<file path="config.mk">
export PLATFORM = sky130hd
export DESIGN_NAME = tccg_top
export DESIGN_NICKNAME = d
export VERILOG_FILES = /design/src/rtl/tccg_pkg.sv /design/src/rtl/tccg_stream_if.sv /design/src/rtl/tccg_sync.sv /design/src/rtl/tccg_skid.sv /design/src/rtl/tccg_top.sv
export SDC_FILE = /design/constraint.sdc
export NUM_CORES = 1
export LEC_CHECK = 0
export BUFFER_PORTS_ARGS = -buffer_cell sky130_fd_sc_hd__buf_2
export CAP_MARGIN = 40
export CORE_ASPECT_RATIO = 1.1
export CORE_UTILIZATION = 46
export CTS_CLUSTER_SIZE = 28
export DETAILED_ROUTE_END_ITERATION = 8
export PLACE_DENSITY = 0.67
export SLEW_MARGIN = 10
export SYNTH_ARGS = -nofsm -noshare
export SYNTH_HDL_FRONTEND = slang
export SYNTH_SLANG_ARGS = --single-unit
</file>
<file path="constraint.sdc">
create_clock -name clk -period 3.8 [get_ports clk]
set_clock_uncertainty 0.2 [all_clocks]
set_input_delay 0.57 -clock clk [delete_from_list [all_inputs] [get_ports clk]]
set_output_delay 0.57 -clock clk [all_outputs]
set_load 0.01 [all_outputs]
</file>
<file path="src/rtl/tccg_pkg.sv">
/*
 * Constants of the tape check generator: word layout, register map,
 * field positions, reset values and timing counts.
 * Assumes a 100 MHz system clock.
 */
package tccg_pkg;

	////////////////////////////////////////////////////////////////////////
	// Character layout: bits 0..7 data, bit 8 parity
	localparam int WORD_W = 9;
	localparam int PARITY_IDX = 8;
	localparam int FEEDBACK_TAP_IDX = 7;
	localparam logic [8:0] CHECK_TRUE_MASK = 9'h014;

	////////////////////////////////////////////////////////////////////////
	// Timing
	localparam int CLK_PERIOD_NS = 10;
	localparam int STROBE_DELAY_US = 5;
	localparam int GAP_DELAY_US = 10;
	localparam int GAP_PULSE_US = 10;
	localparam int STROBE_DELAY_CYCLES =
		(STROBE_DELAY_US * 1000 + CLK_PERIOD_NS - 1) / CLK_PERIOD_NS;
	localparam int GAP_DELAY_CYCLES =
		(GAP_DELAY_US * 1000 + CLK_PERIOD_NS - 1) / CLK_PERIOD_NS;
	localparam int GAP_PULSE_CYCLES =
		(GAP_PULSE_US * 1000 + CLK_PERIOD_NS - 1) / CLK_PERIOD_NS;

	////////////////////////////////////////////////////////////////////////
	// Register map (byte addresses)
	localparam logic [7:0] CTRL_OFFSET = 8'h00;
	localparam logic [7:0] STATUS_OFFSET = 8'h04;
	localparam logic [7:0] COUNT_OFFSET = 8'h08;
	localparam int CTRL_NINE_BIT = 0;
	localparam int CTRL_CLEAR_BIT = 1;
	localparam logic CTRL_NINE_RESET = 1'b1;
	localparam int STATUS_ROUTE_BIT = 9;
	localparam int STATUS_GAP_BIT = 10;
	localparam int STATUS_STALL_BIT = 11;

	////////////////////////////////////////////////////////////////////////
	// Gap sequence, Gray coded along its path
	typedef enum logic [1:0] {
		GAP_IDLE = 2'h0,
		GAP_DELAY = 2'h1,
		GAP_PULSE = 2'h3,
		GAP_ROUTE = 2'h2
	} tccg_gap_type;

endpackage : tccg_pkg

</file>
<file path="src/rtl/tccg_stream_if.sv">
/*
 * Word stream between the generator core and its output buffer.
 * Assumes both ends share one clock; a word moves when valid and ready.
 */
interface tccg_stream_if #(
	parameter int WIDTH = 9
);
	logic valid;
	logic ready;
	logic [WIDTH-1:0] data;

	modport source (
		output valid,
		output data,
		input ready
	);

	modport sink (
		input valid,
		input data,
		output ready
	);
endinterface : tccg_stream_if

</file>
<file path="src/rtl/tccg_sync.sv">
/*
 * Pin synchroniser: four flip-flops per bit, a new level is taken
 * once the second and third agree.
 * Assumes inputs asynchronous to clk.
 */
module tccg_sync #(
	parameter int WIDTH = 12,
	parameter logic [WIDTH-1:0] INIT = '0
) (
	// Clock and reset
	input wire logic clk,
	input wire logic rst_n,
	// Pins and filtered levels
	input wire logic [WIDTH-1:0] pinIn,
	output logic [WIDTH-1:0] level
);
	for (genvar b = 0; b < WIDTH; b++) begin : gen_bit
		logic s1;
		logic s2;
		logic s3;
		// The first stage feeds only the second
		always_ff @(posedge clk or negedge rst_n) begin
			if (!rst_n) begin
				s1 <= INIT[b];
				s2 <= INIT[b];
				s3 <= INIT[b];
				level[b] <= INIT[b];
			end else begin
				s1 <= pinIn[b];
				s2 <= s1;
				s3 <= s2;
				if (s2 == s3) begin
					level[b] <= s3;
				end
			end
		end
	end
endmodule : tccg_sync

</file>
<file path="src/rtl/tccg_skid.sv">
/*
 * Two-entry buffer with valid and ready on both sides.
 * Assumes the drain side may hold ready low for any time.
 */
module tccg_skid #(
	parameter int WIDTH = 9
) (
	// Clock and reset
	input wire logic clk,
	input wire logic rst_n,
	// Fill side
	tccg_stream_if.sink inPort,
	// Drain side
	output logic outValid,
	output logic [WIDTH-1:0] outData,
	input wire logic outReady
);
	logic skidValid;
	logic [WIDTH-1:0] skidData;
	logic inFire;

	// Ready is a flop so the source never sees a combinational loop
	assign inFire = inPort.valid & inPort.ready;

	always_ff @(posedge clk or negedge rst_n) begin
		if (!rst_n) begin
			outValid <= 1'b0;
			outData <= '0;
			skidValid <= 1'b0;
			skidData <= '0;
			inPort.ready <= 1'b0;
		end else begin
			if (!outValid || outReady) begin
				if (skidValid) begin
					outValid <= 1'b1;
					outData <= skidData;
					skidValid <= inFire;
					skidData <= inPort.data;
				end else begin
					outValid <= inFire;
					outData <= inFire ? inPort.data : outData;
				end
			end else if (inFire) begin
				skidValid <= 1'b1;
				skidData <= inPort.data;
			end
			inPort.ready <= !(skidValid || (outValid && !outReady && inFire));
		end
	end
endmodule : tccg_skid

</file>
<file path="src/rtl/tccg_top.sv">
/*
 * Cyclic check character generator for nine-track tape writing, with
 * an APB register slave, pin synchronisers and a two-entry output buffer.
 * Assumes 100 MHz clk, pins asynchronous, buffer drain may stall.
 */
module tccg_top
	import tccg_pkg::*;
#(
	parameter int STROBE_DLY_CYC = STROBE_DELAY_CYCLES,
	parameter int GAP_DLY_CYC = GAP_DELAY_CYCLES,
	parameter int GAP_PULSE_CYC = GAP_PULSE_CYCLES,
	parameter int ADDR_W = 8
) (
	// Clock and reset
	input wire logic clk,
	input wire logic rst_n,
	// APB slave
	input wire logic psel,
	input wire logic penable,
	input wire logic pwrite,
	input wire logic [ADDR_W-1:0] paddr,
	input wire logic [31:0] pwdata,
	output logic [31:0] prdata,
	output logic pready,
	output logic pslverr,
	// Write data pins
	input wire logic [WORD_W-1:0] writeData_n,
	input wire logic writeStrobe,
	input wire logic checkEnable,
	input wire logic checkCharEnable_n,
	// Toward the write buffer
	output logic bufValid,
	output logic [WORD_W-1:0] bufData_n,
	input wire logic bufReady,
	output logic write_check_pulse_n,
	output logic checkRouted
);

	localparam int SDW = $clog2(STROBE_DLY_CYC + 1);
	localparam int GDW = $clog2(GAP_DLY_CYC + GAP_PULSE_CYC + 1);

	////////////////////////////////////////////////////////////////////////
	// Pin synchronisers

	logic [WORD_W+2:0] pinLevel;
	logic [WORD_W-1:0] dataIn_n;
	logic strobeLevel;
	logic enableLevel;
	logic clearLevel_n;

	tccg_sync #(
		.WIDTH(WORD_W + 3),
		.INIT({1'b1, 1'b1, 1'b0, {WORD_W{1'b1}}})
	) u_sync (
		.clk(clk),
		.rst_n(rst_n),
		.pinIn({checkCharEnable_n, checkEnable, writeStrobe, writeData_n}),
		.level(pinLevel)
	);

	assign dataIn_n = pinLevel[WORD_W-1:0];
	assign strobeLevel = pinLevel[WORD_W];
	assign enableLevel = pinLevel[WORD_W+1];
	assign clearLevel_n = pinLevel[WORD_W+2];

	logic strobeLast;
	logic enableLast;

	always_ff @(posedge clk or negedge rst_n) begin
		if (!rst_n) begin
			strobeLast <= 1'b0;
			enableLast <= 1'b1;
		end else begin
			strobeLast <= strobeLevel;
			enableLast <= enableLevel;
		end
	end

	logic strobeRise;
	logic enableFall;
	logic enableRise;

	assign strobeRise = strobeLevel & ~strobeLast;
	assign enableFall = ~enableLevel & enableLast;
	assign enableRise = enableLevel & ~enableLast;

	////////////////////////////////////////////////////////////////////////
	// Control register

	logic nineChannel;
	logic softClear;
	logic apbWrite;
	logic apbRead;

	assign apbWrite = psel & penable & pready & pwrite;
	assign apbRead = psel & penable & ~pready & ~pwrite;

	always_ff @(posedge clk or negedge rst_n) begin
		if (!rst_n) begin
			nineChannel <= CTRL_NINE_RESET;
			softClear <= 1'b0;
		end else begin
			softClear <= 1'b0;
			if (apbWrite && paddr == CTRL_OFFSET[ADDR_W-1:0]) begin
				nineChannel <= pwdata[CTRL_NINE_BIT];
				softClear <= pwdata[CTRL_CLEAR_BIT];
			end
		end
	end

	////////////////////////////////////////////////////////////////////////
	// Gap sequence

	tccg_gap_type gapState;
	logic [GDW-1:0] gapCount;
	logic gapPulse;
	logic gapPulseRise;
	logic gapPulseFall;

	assign gapPulse = (gapState == GAP_PULSE);

	// Falling check-enable starts the wait; rising one ends the wait or GAP_ROUTE, not GAP_PULSE
	always_ff @(posedge clk or negedge rst_n) begin
		if (!rst_n) begin
			gapState <= GAP_IDLE;
			gapCount <= '0;
		end else begin
			unique case (gapState)
				GAP_IDLE: begin
					if (enableFall && nineChannel) begin
						gapState <= GAP_DELAY;
						gapCount <= GDW'(GAP_DLY_CYC - 1);
					end
				end
				GAP_DELAY: begin
					if (enableRise) begin
						gapState <= GAP_IDLE;
					end else if (gapCount == '0) begin
						gapState <= GAP_PULSE;
						gapCount <= GDW'(GAP_PULSE_CYC - 1);
					end else begin
						gapCount <= gapCount - 1'b1;
					end
				end
				GAP_PULSE: begin
					if (gapCount == '0) begin
						gapState <= GAP_ROUTE;
					end else begin
						gapCount <= gapCount - 1'b1;
					end
				end
				GAP_ROUTE: begin
					if (enableRise) begin
						gapState <= GAP_IDLE;
					end
				end
			endcase
		end
	end

	assign gapPulseRise = (gapState == GAP_DELAY) && !enableRise
		&& gapCount == '0;
	assign gapPulseFall = gapPulse && gapCount == '0;

	// Routing follows the delayed check-enable
	always_ff @(posedge clk or negedge rst_n) begin
		if (!rst_n) begin
			checkRouted <= 1'b0;
		end else begin
			checkRouted <= (gapState == GAP_PULSE || gapState == GAP_ROUTE)
				&& !enableRise;
		end
	end

	////////////////////////////////////////////////////////////////////////
	// Data gating and delayed shift

	logic [WORD_W-1:0] gatedData;
	logic [WORD_W-1:0] shiftData;
	logic [SDW-1:0] shiftCount;
	logic shiftArmed;
	logic shiftFire;
	logic strobeMerge;

	// Active-low pins become true data; the gap pulse blocks them
	assign gatedData = gapPulse ? '0 : ~dataIn_n;
	assign strobeMerge = strobeRise | gapPulseRise;

	// A strobe during a running delay restarts it with the new word
	always_ff @(posedge clk or negedge rst_n) begin
		if (!rst_n) begin
			shiftArmed <= 1'b0;
			shiftCount <= '0;
			shiftData <= '0;
		end else if (strobeMerge && nineChannel) begin
			shiftArmed <= 1'b1;
			shiftCount <= SDW'(STROBE_DLY_CYC - 1);
			shiftData <= gapPulseRise ? '0 : gatedData;
		end else if (shiftArmed) begin
			if (shiftCount == '0) begin
				shiftArmed <= 1'b0;
			end else begin
				shiftCount <= shiftCount - 1'b1;
			end
		end
	end

	assign shiftFire = shiftArmed && shiftCount == '0;

	////////////////////////////////////////////////////////////////////////
	// Check register

	logic [WORD_W-1:0] checkRegister;
	logic [WORD_W-1:0] firstStage;
	logic [WORD_W-1:0] toggleBit;

	for (genvar k = 0; k < WORD_W; k++) begin : gen_feedback
		localparam int ADJ = (k == 0) ? PARITY_IDX :
			(k == PARITY_IDX) ? FEEDBACK_TAP_IDX : k - 1;
		localparam bit THREE_WAY = (k >= 2) && (k <= 5);
		if (THREE_WAY) begin : gen_three
			assign firstStage[k] = shiftData[k] ^ checkRegister[ADJ]
				^ checkRegister[FEEDBACK_TAP_IDX];
		end else begin : gen_two
			assign firstStage[k] = shiftData[k] ^ checkRegister[ADJ];
		end
		assign toggleBit[k] = firstStage[k] ^ checkRegister[k];
	end

	always_ff @(posedge clk or negedge rst_n) begin
		if (!rst_n) begin
			checkRegister <= '0;
		end else if (!clearLevel_n || softClear) begin
			checkRegister <= '0;
		end else if (shiftFire) begin
			checkRegister <= checkRegister ^ toggleBit;
		end
	end

	logic [15:0] shiftTotal;

	always_ff @(posedge clk or negedge rst_n) begin
		if (!rst_n) begin
			shiftTotal <= '0;
		end else if (!clearLevel_n || softClear) begin
			shiftTotal <= '0;
		end else if (shiftFire) begin
			shiftTotal <= shiftTotal + 1'b1;
		end
	end

	////////////////////////////////////////////////////////////////////////
	// Output words and write-check pulse

	tccg_stream_if #(.WIDTH(WORD_W)) pushIf ();

	logic [WORD_W-1:0] checkWord_n;

	// Bits two and four leave non-inverted
	assign checkWord_n = ~(checkRegister ^ CHECK_TRUE_MASK);

	// One held word: a pin strobe during a stall is lost, so the
	// buffer is sized to cover the drain's usual answer time
	always_ff @(posedge clk or negedge rst_n) begin
		if (!rst_n) begin
			pushIf.valid <= 1'b0;
			pushIf.data <= '1;
		end else if (pushIf.valid && !pushIf.ready) begin
			pushIf.valid <= 1'b1;
		end else if (gapPulseFall) begin
			pushIf.valid <= 1'b1;
			pushIf.data <= checkWord_n;
		end else if (strobeRise && !checkRouted) begin
			pushIf.valid <= 1'b1;
			pushIf.data <= ~gatedData;
		end else begin
			pushIf.valid <= 1'b0;
		end
	end

	always_ff @(posedge clk or negedge rst_n) begin
		if (!rst_n) begin
			write_check_pulse_n <= 1'b1;
		end else begin
			write_check_pulse_n <= !gapPulseFall;
		end
	end

	tccg_skid #(.WIDTH(WORD_W)) u_skid (
		.clk(clk),
		.rst_n(rst_n),
		.inPort(pushIf.sink),
		.outValid(bufValid),
		.outData(bufData_n),
		.outReady(bufReady)
	);

	////////////////////////////////////////////////////////////////////////
	// APB read path

	logic [31:0] readValue;
	logic addrHit;

	always_comb begin
		readValue = '0;
		addrHit = 1'b1;
		if (paddr == CTRL_OFFSET[ADDR_W-1:0]) begin
			readValue[CTRL_NINE_BIT] = nineChannel;
		end else if (paddr == STATUS_OFFSET[ADDR_W-1:0]) begin
			readValue[WORD_W-1:0] = checkRegister;
			readValue[STATUS_ROUTE_BIT] = checkRouted;
			readValue[STATUS_GAP_BIT] = gapPulse;
			readValue[STATUS_STALL_BIT] = pushIf.valid & ~pushIf.ready;
		end else if (paddr == COUNT_OFFSET[ADDR_W-1:0]) begin
			readValue[15:0] = shiftTotal;
		end else begin
			addrHit = 1'b0;
		end
	end

	// One wait state: pready rises in the second access cycle
	always_ff @(posedge clk or negedge rst_n) begin
		if (!rst_n) begin
			pready <= 1'b0;
			pslverr <= 1'b0;
			prdata <= '0;
		end else begin
			pready <= psel & penable & ~pready;
			pslverr <= psel & penable & ~pready & ~addrHit;
			// Unmapped or write accesses answer with zero read data
			prdata <= apbRead ? readValue : '0;
		end
	end

endmodule : tccg_top

</file>
==> results.sh, run 1 <==
export IMPL_numPortBuffers=57
export IMPL_die_h_microns=129
export IMPL_wl_per_cell_microns=14.4
export IMPL_cts_resized=0
export IMPL_seq_area_sq_um=4070
export IMPL_layout_cells_non_filler=826
export IMPL_synth_cell_types=61
export IMPL_status="finished clean"
export IMPL_cp_arrival_ns=2.74
export IMPL_remaining_drc_errors=0
export IMPL_yosysSeqAreaShare=0.607
export IMPL_antenna_found_initial=0
export IMPL_synth_ff_latch_count=160
export IMPL_rows=45
export IMPL_final_cell_mix="dfrtp_1 (104), nor2_1 (63), dfstp_2 (56), buf_2 (56), nand2_1 (48)"
export IMPL_num_vias=4244
export IMPL_synth_top_area_share=0.388
export IMPL_multi_input_area_sq_um=2400
export IMPL_overflow=0
export IMPL_fmax_mhz=386
export IMPL_fin_crit_ns=2.59
export IMPL_rsz0062_at_grt="false"
export IMPL_max_slew_margin=0.387
export IMPL_maxSlewViolCount=0
export IMPL_drive_gt1_frac=0.279
export IMPL_place_congestion=0.772
export IMPL_tritoncts="yes"
export IMPL_setup_tns_ns=0
export IMPL_start_kind="register"
export IMPL_synth_edf_count=0
export IMPL_core_area_sq_um=14000
export IMPL_synth_area_sq_um=6710
export IMPL_cap_violations=0
export IMPL_worstMarginPinSlew_ns=0.919
export IMPL_num_antenna_cells=0
export IMPL_clkSinkCount=160
export IMPL_hold_ws_ns=0.0486
export IMPL_grt_start_max_net_pins=67
export IMPL_grt_pass1_vias=4271
export IMPL_clk_pin_slew_worst_paths_ns=0.06
export IMPL_place_area_sq_um=7120
export IMPL_finalInstanceArea_sq_um=7740
export IMPL_cts_made_buffers=17
export IMPL_nets=687
export IMPL_fillers=1189
export IMPL_dpl_hpwl_microns=8220
export IMPL_syn_avg_cell_area_sq_um=11.9
export IMPL_netlist_instances=565
export IMPL_path_class="reg2reg"
export IMPL_worstSkewPairLatency_ns=0.42
export IMPL_area_growth_pct=15.4
export IMPL_dpl_cell_count=793
export IMPL_crit_path_max_fanout=12
export IMPL_grt_use_total=0.176
export IMPL_initial_core_util=0.479
export IMPL_power_per_cell_area_nw_per_um2=559
export IMPL_die_area_sq_um=15100
export IMPL_wirelength_microns=11900
export IMPL_ant_nets=0
export IMPL_clockBufferDepth=2
export IMPL_yosys_warnings=0
export IMPL_synth_area_leaders="dfrtp_1 (39%), dfstp_2 (22%), xnor2_1 (4.6%)"
export IMPL_grt_pass1_wl_microns=20200
export IMPL_yosys_area_top_type="dfrtp_1"
export IMPL_finalSetupViolCount=0
export IMPL_cp_end_kind="register"
export IMPL_final_common_cell="dfrtp_1"
export IMPL_async_reset_ff_frac=1.00
export IMPL_cts_root_buf="clkbuf_16"
export IMPL_required_ns=3.95
export IMPL_die_w_microns=117
export IMPL_hold_class="in2reg"
export IMPL_first_pass_iters=5
export IMPL_vdd_ir_drop_max_uv=276
export IMPL_synth_ff_type="dfrtp_1"
export IMPL_drt_iter0_drc=281
export IMPL_pin_count=104
export IMPL_viasPerCell=5.14
export IMPL_hold_viol=0
export IMPL_cellLeakagePower_nw=3.36
export IMPL_fin_total_pwr_mw=4.33
export IMPL_post_route_period_util=0.682
export IMPL_cts_max_level=4
repair_timing:
| item | CTS | global route |
|---|---|---|
| endpoints found under the hold margin | 40 | 0 |
| hold buffers | 1 | 0 |
| setup buffers | 0 | 0 |
worst paths after layout:
check	start	to	slack, ns	depth (start not counted)
hold reg to reg	u_sync.gen_bit[9].s1	u_sync.gen_bit[9].s2	0.15	0
min in group asynchronous	rst_n	prdata[14]	0.48	2
setup / recovery	gapState[0]	pushIf.data[0]	1.21	5
max in group asynchronous	rst_n	pushIf.data[2]	2.03	3
hold / removal	writeData_n[8]	u_sync.gen_bit[8].s1	0.05	1
setup reg to reg	gapState[0]	pushIf.data[0]	1.21	5
layer usage:
layer	up-vias	track usage	routed length (microns)
met5	-	0	0
met3	17	0.0433	492
li1	2026	-	-
met4	0	0.0827	223
met1	2097	0.227	5500
met2	104	0.279	5720
critical path, cell delays in order (launching register included):
cell,delay [ns]
dfrtp_1,0.49
and2_1,0.47
and4_1,0.42
buf_4,0.23
o21ba_2,0.33
mux2_2,0.37
cells by family after synthesis:
logic type,after synthesis,share of synthesized area
AO/OA/AOI/OAI,76,0.0731
XOR/XNOR,39,0.0509
adder cells (fa/ha/maj),16,0.0254
buffers and inverters,51,0.0434
flip-flops,160,0.607
multiplexers,25,0.0401
other,1,0.000559
AND/OR/NAND/NOR,197,0.159
power breakdown:
part | switching, mW | internal [mW]
sequential | 0.128 | 1.94
clock | 0.639 | 1.10
combinational | 0.286 | 0.238
total | 1.05 | 3.28
stage by stage:
step | worst slack (ns) | utilization
after floorplan | 1.78 | -
after global placement | 1.23 | 0.506
after detailed placement | 1.21 | 0.508
after CTS | 1.19 | 0.552
after global routing | 1.07 | 0.552
final | 1.21 | 0.552
sequential cells by signal, summed over array words and instances (netlist names), 11 cells and up:
signal and flops:
u_sync.gen_bit.s3 12, u_sync.gen_bit.s1 12, u_sync.gen_bit.s2 12, u_sync.level 12, prdata 16, gapCount 11
shiftTotal 16
cell type report:
type,instances,share of cell area
inverter,13,0.00630
sequential,160,0.526
multi-input combinational,369,0.310
clock buffer,23,0.0630
timing repair buffer,64,0.0473
tap,188,0.0304
clock inverter,9,0.0168
cells in the mapped netlist, types with 3 or more instances:
cell type,count
dfrtp_1,104
nor2_1,63
dfstp_2,56
nand2_1,48
xnor2_1,35
a21oi_1,29
buf_4,19
inv_1,12
maj3_1,12
a22oi_1,11
nor3_1,11
mux2i_1,10
clkbuf_1,9
mux2_2,9
nand3_1,9
o21ai_0,9
o2bb2ai_1,9
and2_1,8
mux2_1,6
nor2b_1,6
or3_1,6
and4_1,5
buf_2,5
nand2b_1,5
nor4_1,5
ha_1,4
nor3_2,4
nor4_2,4
xor2_1,4
and3_1,3
buf_6,3
nand3b_1,3
nor3b_1,3
No activity file was read; power rests on OpenSTA's default activity.
==> run 2, diff against run 1 <==
- clock period: 3.8 -> 2.7 ns (I/O delays scaled with it)
==> results.sh, run 2 (same netlist as run 1, synthesis figures left out) <==
export IMPL_numPortBuffers=57
export IMPL_hold_viol=0
export IMPL_wirelength_microns=12000
export IMPL_cts_made_buffers=17
export IMPL_worstMarginPinSlew_ns=0.851
export IMPL_place_congestion=0.757
export IMPL_r2r_slack_ns=0.44
export IMPL_path_class="reg2reg"
export IMPL_fin_total_pwr_mw=6.02
export IMPL_hold_class="in2reg"
export IMPL_cts_resized=0
export IMPL_crit_path_max_fanout=17
export IMPL_core_area_sq_um=14000
export IMPL_worstReg2RegStart="shiftCount[0]"
export IMPL_fin_crit_ns=2.26
export IMPL_num_antenna_cells=0
export IMPL_drt_iter0_drc=290
export IMPL_ant_nets=0
export IMPL_clkSinkCount=160
export IMPL_grt_pass1_vias=4149
export IMPL_cp_arrival_ns=2.36
export IMPL_final_common_cell="dfrtp_1"
export IMPL_power_per_cell_area_nw_per_um2=763
export IMPL_area_growth_pct=17.6
export IMPL_clk_pin_slew_worst_paths_ns=0.06
export IMPL_antenna_found_initial=0
export IMPL_largestRegisters="prdata (16), shiftTotal (16)"
export IMPL_max_slew_margin=0.432
export IMPL_grt_start_max_net_pins=67
export IMPL_hold_end="softClear"
export IMPL_drive_gt1_frac=0.281
export IMPL_dpl_hpwl_microns=8070
export IMPL_hold_start="pwdata[1]"
export IMPL_post_route_period_util=0.838
export IMPL_vdd_ir_drop_max_uv=483
export IMPL_rr_worst_depth=7
export IMPL_hold_path_depth=2
export IMPL_die_h_microns=129
export IMPL_place_area_sq_um=7160
export IMPL_num_vias=4283
export IMPL_first_pass_iters=6
export IMPL_finalInstanceArea_sq_um=7890
export IMPL_nets=704
export IMPL_hold_ws_ns=0.0165
export IMPL_maxSlewViolCount=0
export IMPL_finalSetupViolCount=0
export IMPL_die_area_sq_um=15100
export IMPL_pin_count=104
export IMPL_r2r_end="shiftTotal[2]"
export IMPL_initial_core_util=0.479
export IMPL_setup_tns_ns=0
export IMPL_cap_violations=0
export IMPL_worstSkewPairLatency_ns=0.43
export IMPL_cellLeakagePower_nw=3.44
export IMPL_fillers=1174
export IMPL_viasPerCell=5.08
export IMPL_tritoncts="yes"
export IMPL_cts_max_level=4
export IMPL_cp_end_kind="register"
export IMPL_grt_use_total=0.174
export IMPL_start_kind="register"
export IMPL_final_cell_mix="dfrtp_1 (104), nor2_1 (63), dfstp_2 (56), buf_2 (56), nand2_1 (48)"
export IMPL_required_ns=2.80
export IMPL_remaining_drc_errors=0
export IMPL_grt_pass1_wl_microns=20000
export IMPL_die_w_microns=117
export IMPL_rsz0062_at_grt="false"
export IMPL_status="finished clean"
export IMPL_cts_root_buf="clkbuf_16"
export IMPL_fmax_mhz=442
export IMPL_wl_per_cell_microns=14.2
export IMPL_clockBufferDepth=2
export IMPL_rows=45
export IMPL_overflow=0
-- run 2: changes by cell type in the layout (fill, tap and decap cells not counted) --
cell and change:
buf_4 +3, clkinv_2 +2, bufinv_16 -2, dlygate4sd3_1 +13, clkinv_4 +3, clkbuf_8 -3, clkbuf_16 +2, clkbuf_1 -2
clkinvlp_4 -4, inv_4 +4, buf_12 +1
-- run 2: final cells by class --
class	count	area (sq um)	share of cell area
repair buffers	81	539	0.0684
flip-flops and latches	160	4070	0.516
well taps	188	235	0.0298
clock buffers	20	489	0.0620
clock inverters	12	101	0.0128
multi-input cells	369	2400	0.304
inverters	13	48.8	0.00619
-- run 2: metrics by stage --
step | std cells | util | setup WS, ns
2_1_floorplan | 580 | - | 0.682
3_3_place_gp | 796 | 0.510 | 0.506
3_5_place_dp | 797 | 0.511 | 0.447
4_1_cts | 843 | 0.563 | 0.428
5_1_grt | 843 | 0.563 | 0.272
6_report | 843 | 0.563 | 0.438
-- run 2: how the worst max path moves through the flow --
stage | to | depth (start not counted) | from | slack, ns
after global routing | shiftTotal[2] | 7 | shiftCount[0] | 0.27
after detailed placement | shiftTotal[2] | 7 | shiftCount[0] | 0.45
after global placement | shiftTotal[13] | 7 | shiftCount[0] | 0.51
final | shiftTotal[2] | 7 | shiftCount[0] | 0.44
after CTS | gapCount[9] | 5 | u_sync.level[10] | 0.43
after floorplan | pushIf.data[7] | 8 | gapCount[0] | 0.68
-- run 2: where the power goes --
| part | internal, mW | switching, mW | total (mW) |
|---|---|---|---|
| Clock | 1.40 | 0.957 | 2.36 |
| Sequential | 2.73 | 0.178 | 2.91 |
| Combinational | 0.354 | 0.403 | 0.757 |
-- run 2: routing by layer --
| layer | vias up | routed length (microns) | GRT usage | part of all wire |
|---|---|---|---|---|
| met1 | 2085 | 5570 | 0.227 | 0.46 |
| met5 | - | 0 | 0 | 0 |
| met2 | 116 | 5630 | 0.267 | 0.47 |
| met3 | 24 | 520 | 0.0485 | 0.043 |
| met4 | 0 | 253 | 0.0864 | 0.021 |
| li1 | 2058 | - | - | - |
-- run 2: what timing repair did --
action,in CTS,in global routing
endpoints found under the hold margin,65,0
hold buffers,14,0
setup endpoints to repair,0,0
buffers inserted,0,0
-- run 2: critical path, cell delays in order (launching register included) --
cell,delay [ns]
dfrtp_1,0.36
inv_1,0.10
ha_1,0.17
nor2b_1,0.28
and4_1,0.64
nand2_1,0.16
xor2_1,0.16
nor2_1,0.06
==> run 3, diff against run 2 <==
- ABC_AREA: default -> 1
- PLACE_DENSITY: 0.67 -> 0.66
- clock period: 2.7 -> 2.1 ns (I/O delays scaled with it)
==> results.sh, run 3 <==
export IMPL_die_area_sq_um=16200
export IMPL_wirelength_microns=13900
export IMPL_cellLeakagePower_nw=4.16
export IMPL_synth_area_leaders="dfrtp_1 (36%), dfstp_2 (20%), nand2_1 (10%)"
export IMPL_largestRegisters="prdata (16), shiftTotal (16)"
export IMPL_finalCoreUtilization=0.559
export IMPL_fmax_mhz=528
export IMPL_synth_cell_types=41
export IMPL_ant_nets=0
export IMPL_met3WireLength_microns=436
export IMPL_vdd_ir_drop_max_uv=615
export IMPL_clk_pin_slew_worst_paths_ns=0.06
export IMPL_dpl_worst_slack_ns=0.203
export IMPL_start_kind="register"
export IMPL_final_common_cell="nand2_1"
export IMPL_synthTopCellsByCount="nand2_1 (196), dfrtp_1 (104), inv_1 (84)"
export IMPL_layout_cells_non_filler=1098
export IMPL_crit_path_max_fanout=8
export IMPL_initial_core_util=0.475
export IMPL_remaining_drc_errors=0
export IMPL_synth_area_sq_um=7240
export IMPL_syn_avg_cell_area_sq_um=9.11
export IMPL_r2r_end="shiftCount[4]"
export IMPL_overflow=0
export IMPL_num_vias=5324
export IMPL_required_ns=2.19
export IMPL_yosysSeqAreaShare=0.563
export IMPL_cts_root_buf="clkbuf_16"
export IMPL_grt_use_total=0.192
export IMPL_antenna_found_initial=0
export IMPL_yosys_warnings=0
export IMPL_dpl_cell_count=1049
export IMPL_cp_cell_sequence="inv_1 > ha_1 > nand2_1 > nor2_2 > nand3_4 > nand2_1 > nor2_1 > nand3_1 > nand3_1"
export IMPL_place_area_sq_um=7790
export IMPL_drive_gt1_frac=0.232
export IMPL_first_pass_iters=4
export IMPL_synth_edf_count=0
export IMPL_async_reset_ff_frac=1.00
export IMPL_rr_worst_depth=9
export IMPL_status="finished clean"
export IMPL_cts_made_buffers=17
export IMPL_clkSinkCount=160
export IMPL_cts_max_level=4
export IMPL_fin_total_pwr_mw=8.71
export IMPL_synth_most_common_cell="nand2_1"
export IMPL_yosys_area_top_type="dfrtp_1"
export IMPL_fin_crit_ns=1.89
export IMPL_cp_arrival_ns=1.99
export IMPL_worstReg2RegStart="shiftCount[0]"
export IMPL_synth_ff_type="dfrtp_1"
export IMPL_pin_count=104
export IMPL_synth_top_area_share=0.360
export IMPL_cp_endpoint="shiftCount[4]"
export IMPL_die_h_microns=134
export IMPL_timing_final_ws_setup_ns=0.206
export IMPL_met1_length_microns=6620
export IMPL_grt_pass1_vias=5231
export IMPL_wl_met2_microns=6530
export IMPL_netlist_instances=794
export IMPL_worstSkewPairLatency_ns=0.43
export IMPL_area_growth_pct=17.7
export IMPL_drt_iter0_drc=382
export IMPL_num_antenna_cells=0
export IMPL_tritoncts="yes"
export IMPL_timing_critical_path_buf_inv=1
export IMPL_fillers=1389
export IMPL_path_class="reg2reg"
export IMPL_setup_tns_ns=0
export IMPL_hold_ws_ns=0.0276
export IMPL_cpLargestDelayFamily="simple AND/OR/NAND/NOR gates"
export IMPL_power_per_cell_area_nw_per_um2=1020
export IMPL_wl_per_cell_microns=12.6
export IMPL_core_area_sq_um=15200
export IMPL_maxSlewViolCount=0
export IMPL_startpoint="shiftCount[0]"
export IMPL_finalInstanceArea_sq_um=8520
export IMPL_post_cts_buffers=0
export IMPL_nets=951
export IMPL_hold_viol=0
export IMPL_slowest_delay_ns=0.39
export IMPL_cp_slowest_cell="dfrtp_1"
export IMPL_r2r_slack_ns=0.21
export IMPL_grt_start_max_net_pins=44
export IMPL_viasPerCell=4.85
export IMPL_post_route_period_util=0.902
export IMPL_die_w_microns=122
export IMPL_rsz0062_at_grt="false"
export IMPL_final_cell_mix="nand2_1 (196), dfrtp_1 (104), inv_1 (84)"
export IMPL_numPortBuffers=57
export IMPL_place_congestion=0.849
export IMPL_crit_cells=9
export IMPL_hold_class="in2reg"
export IMPL_cap_violations=0
export IMPL_clockBufferDepth=2
export IMPL_synth_ff_latch_count=160
export IMPL_cp_end_kind="register"
export IMPL_grt_pass1_wl_microns=24400
export IMPL_rows=47
export IMPL_dpl_hpwl_microns=9780
export IMPL_highest_layer="met4"
export IMPL_finalSetupViolCount=0
-- run 3: changes by cell type after synthesis, sizes merged, moves of 15 or more --
cell,previous run,this run
xnor2,35,4
nor2,63,86
mux2,15,0
o21ai,12,55
nand3,9,47
nand2,48,203
nand4,2,22
inv,13,93
-- run 3: area by class of cell --
cell class                 count  area [sq um]  share of cell area
sequential                   160          4070               0.478
multi-input combinational    522          2640               0.310
timing repair buffer          94           649              0.0762
clock buffer                  22           475              0.0558
inverter                      94           353              0.0414
tap                          196           245              0.0288
clock inverter                10          83.8             0.00984
-- run 3: how the worst min path moves through the flow --
stage | startpoint | endpoint | slack, ns | cells past startpoint
detailed placement | rst_n | prdata[0] | 0.07 | 1
CTS | bufReady | u_skid.outValid | 0.008 | 4
finish | bufReady | u_skid.outValid | 0.03 | 4
global route | bufReady | u_skid.outValid | 0.04 | 4
floorplan | rst_n | checkRegister[0] | -0.18 | 0
global placement | rst_n | pready | 0.06 | 1
-- run 3: cells by family after synthesis --
| group | after synthesis | synth area share |
|---|---|---|
| AO/OA/AOI/OAI | 99 | 0.0783 |
| flip-flops | 160 | 0.563 |
| other | 1 | 0.000518 |
| AND/OR/NAND/NOR | 377 | 0.238 |
| adder cells (fa/ha/maj) | 16 | 0.0235 |
| XOR/XNOR | 14 | 0.0169 |
| buffers and inverters | 127 | 0.0802 |
-- run 3: repair_timing --
item,4_1_cts,5_1_grt
hold endpoints to repair,83,0
resized for setup,0,0
hold buffers,17,0
setup endpoints to repair,0,0
-- run 3: worst register-to-register path: cells and delay by family, from the launching register on --
kind | cells | cell delay, ns
simple gates | 7 | 0.94
flops | 1 | 0.39
fa+ha+maj | 1 | 0.16
buf+inv | 1 | 0.08
-- run 3: layer usage --
metal,up-vias,track usage
met5,-,0
met4,0,0.0768
met3,25,0.0428
met2,102,0.311
met1,2493,0.250
li1,2704,-
-- run 3: where the power goes --
| part | total [mW] | internal (mW) | switching [mW] | leakage, nW |
|---|---|---|---|---|
| sequential | 4.04 | 3.70 | 0.338 | 1.89 |
| clock | 2.92 | 1.72 | 1.20 | 0.279 |
| combinational | 1.75 | 0.681 | 1.07 | 1.99 |
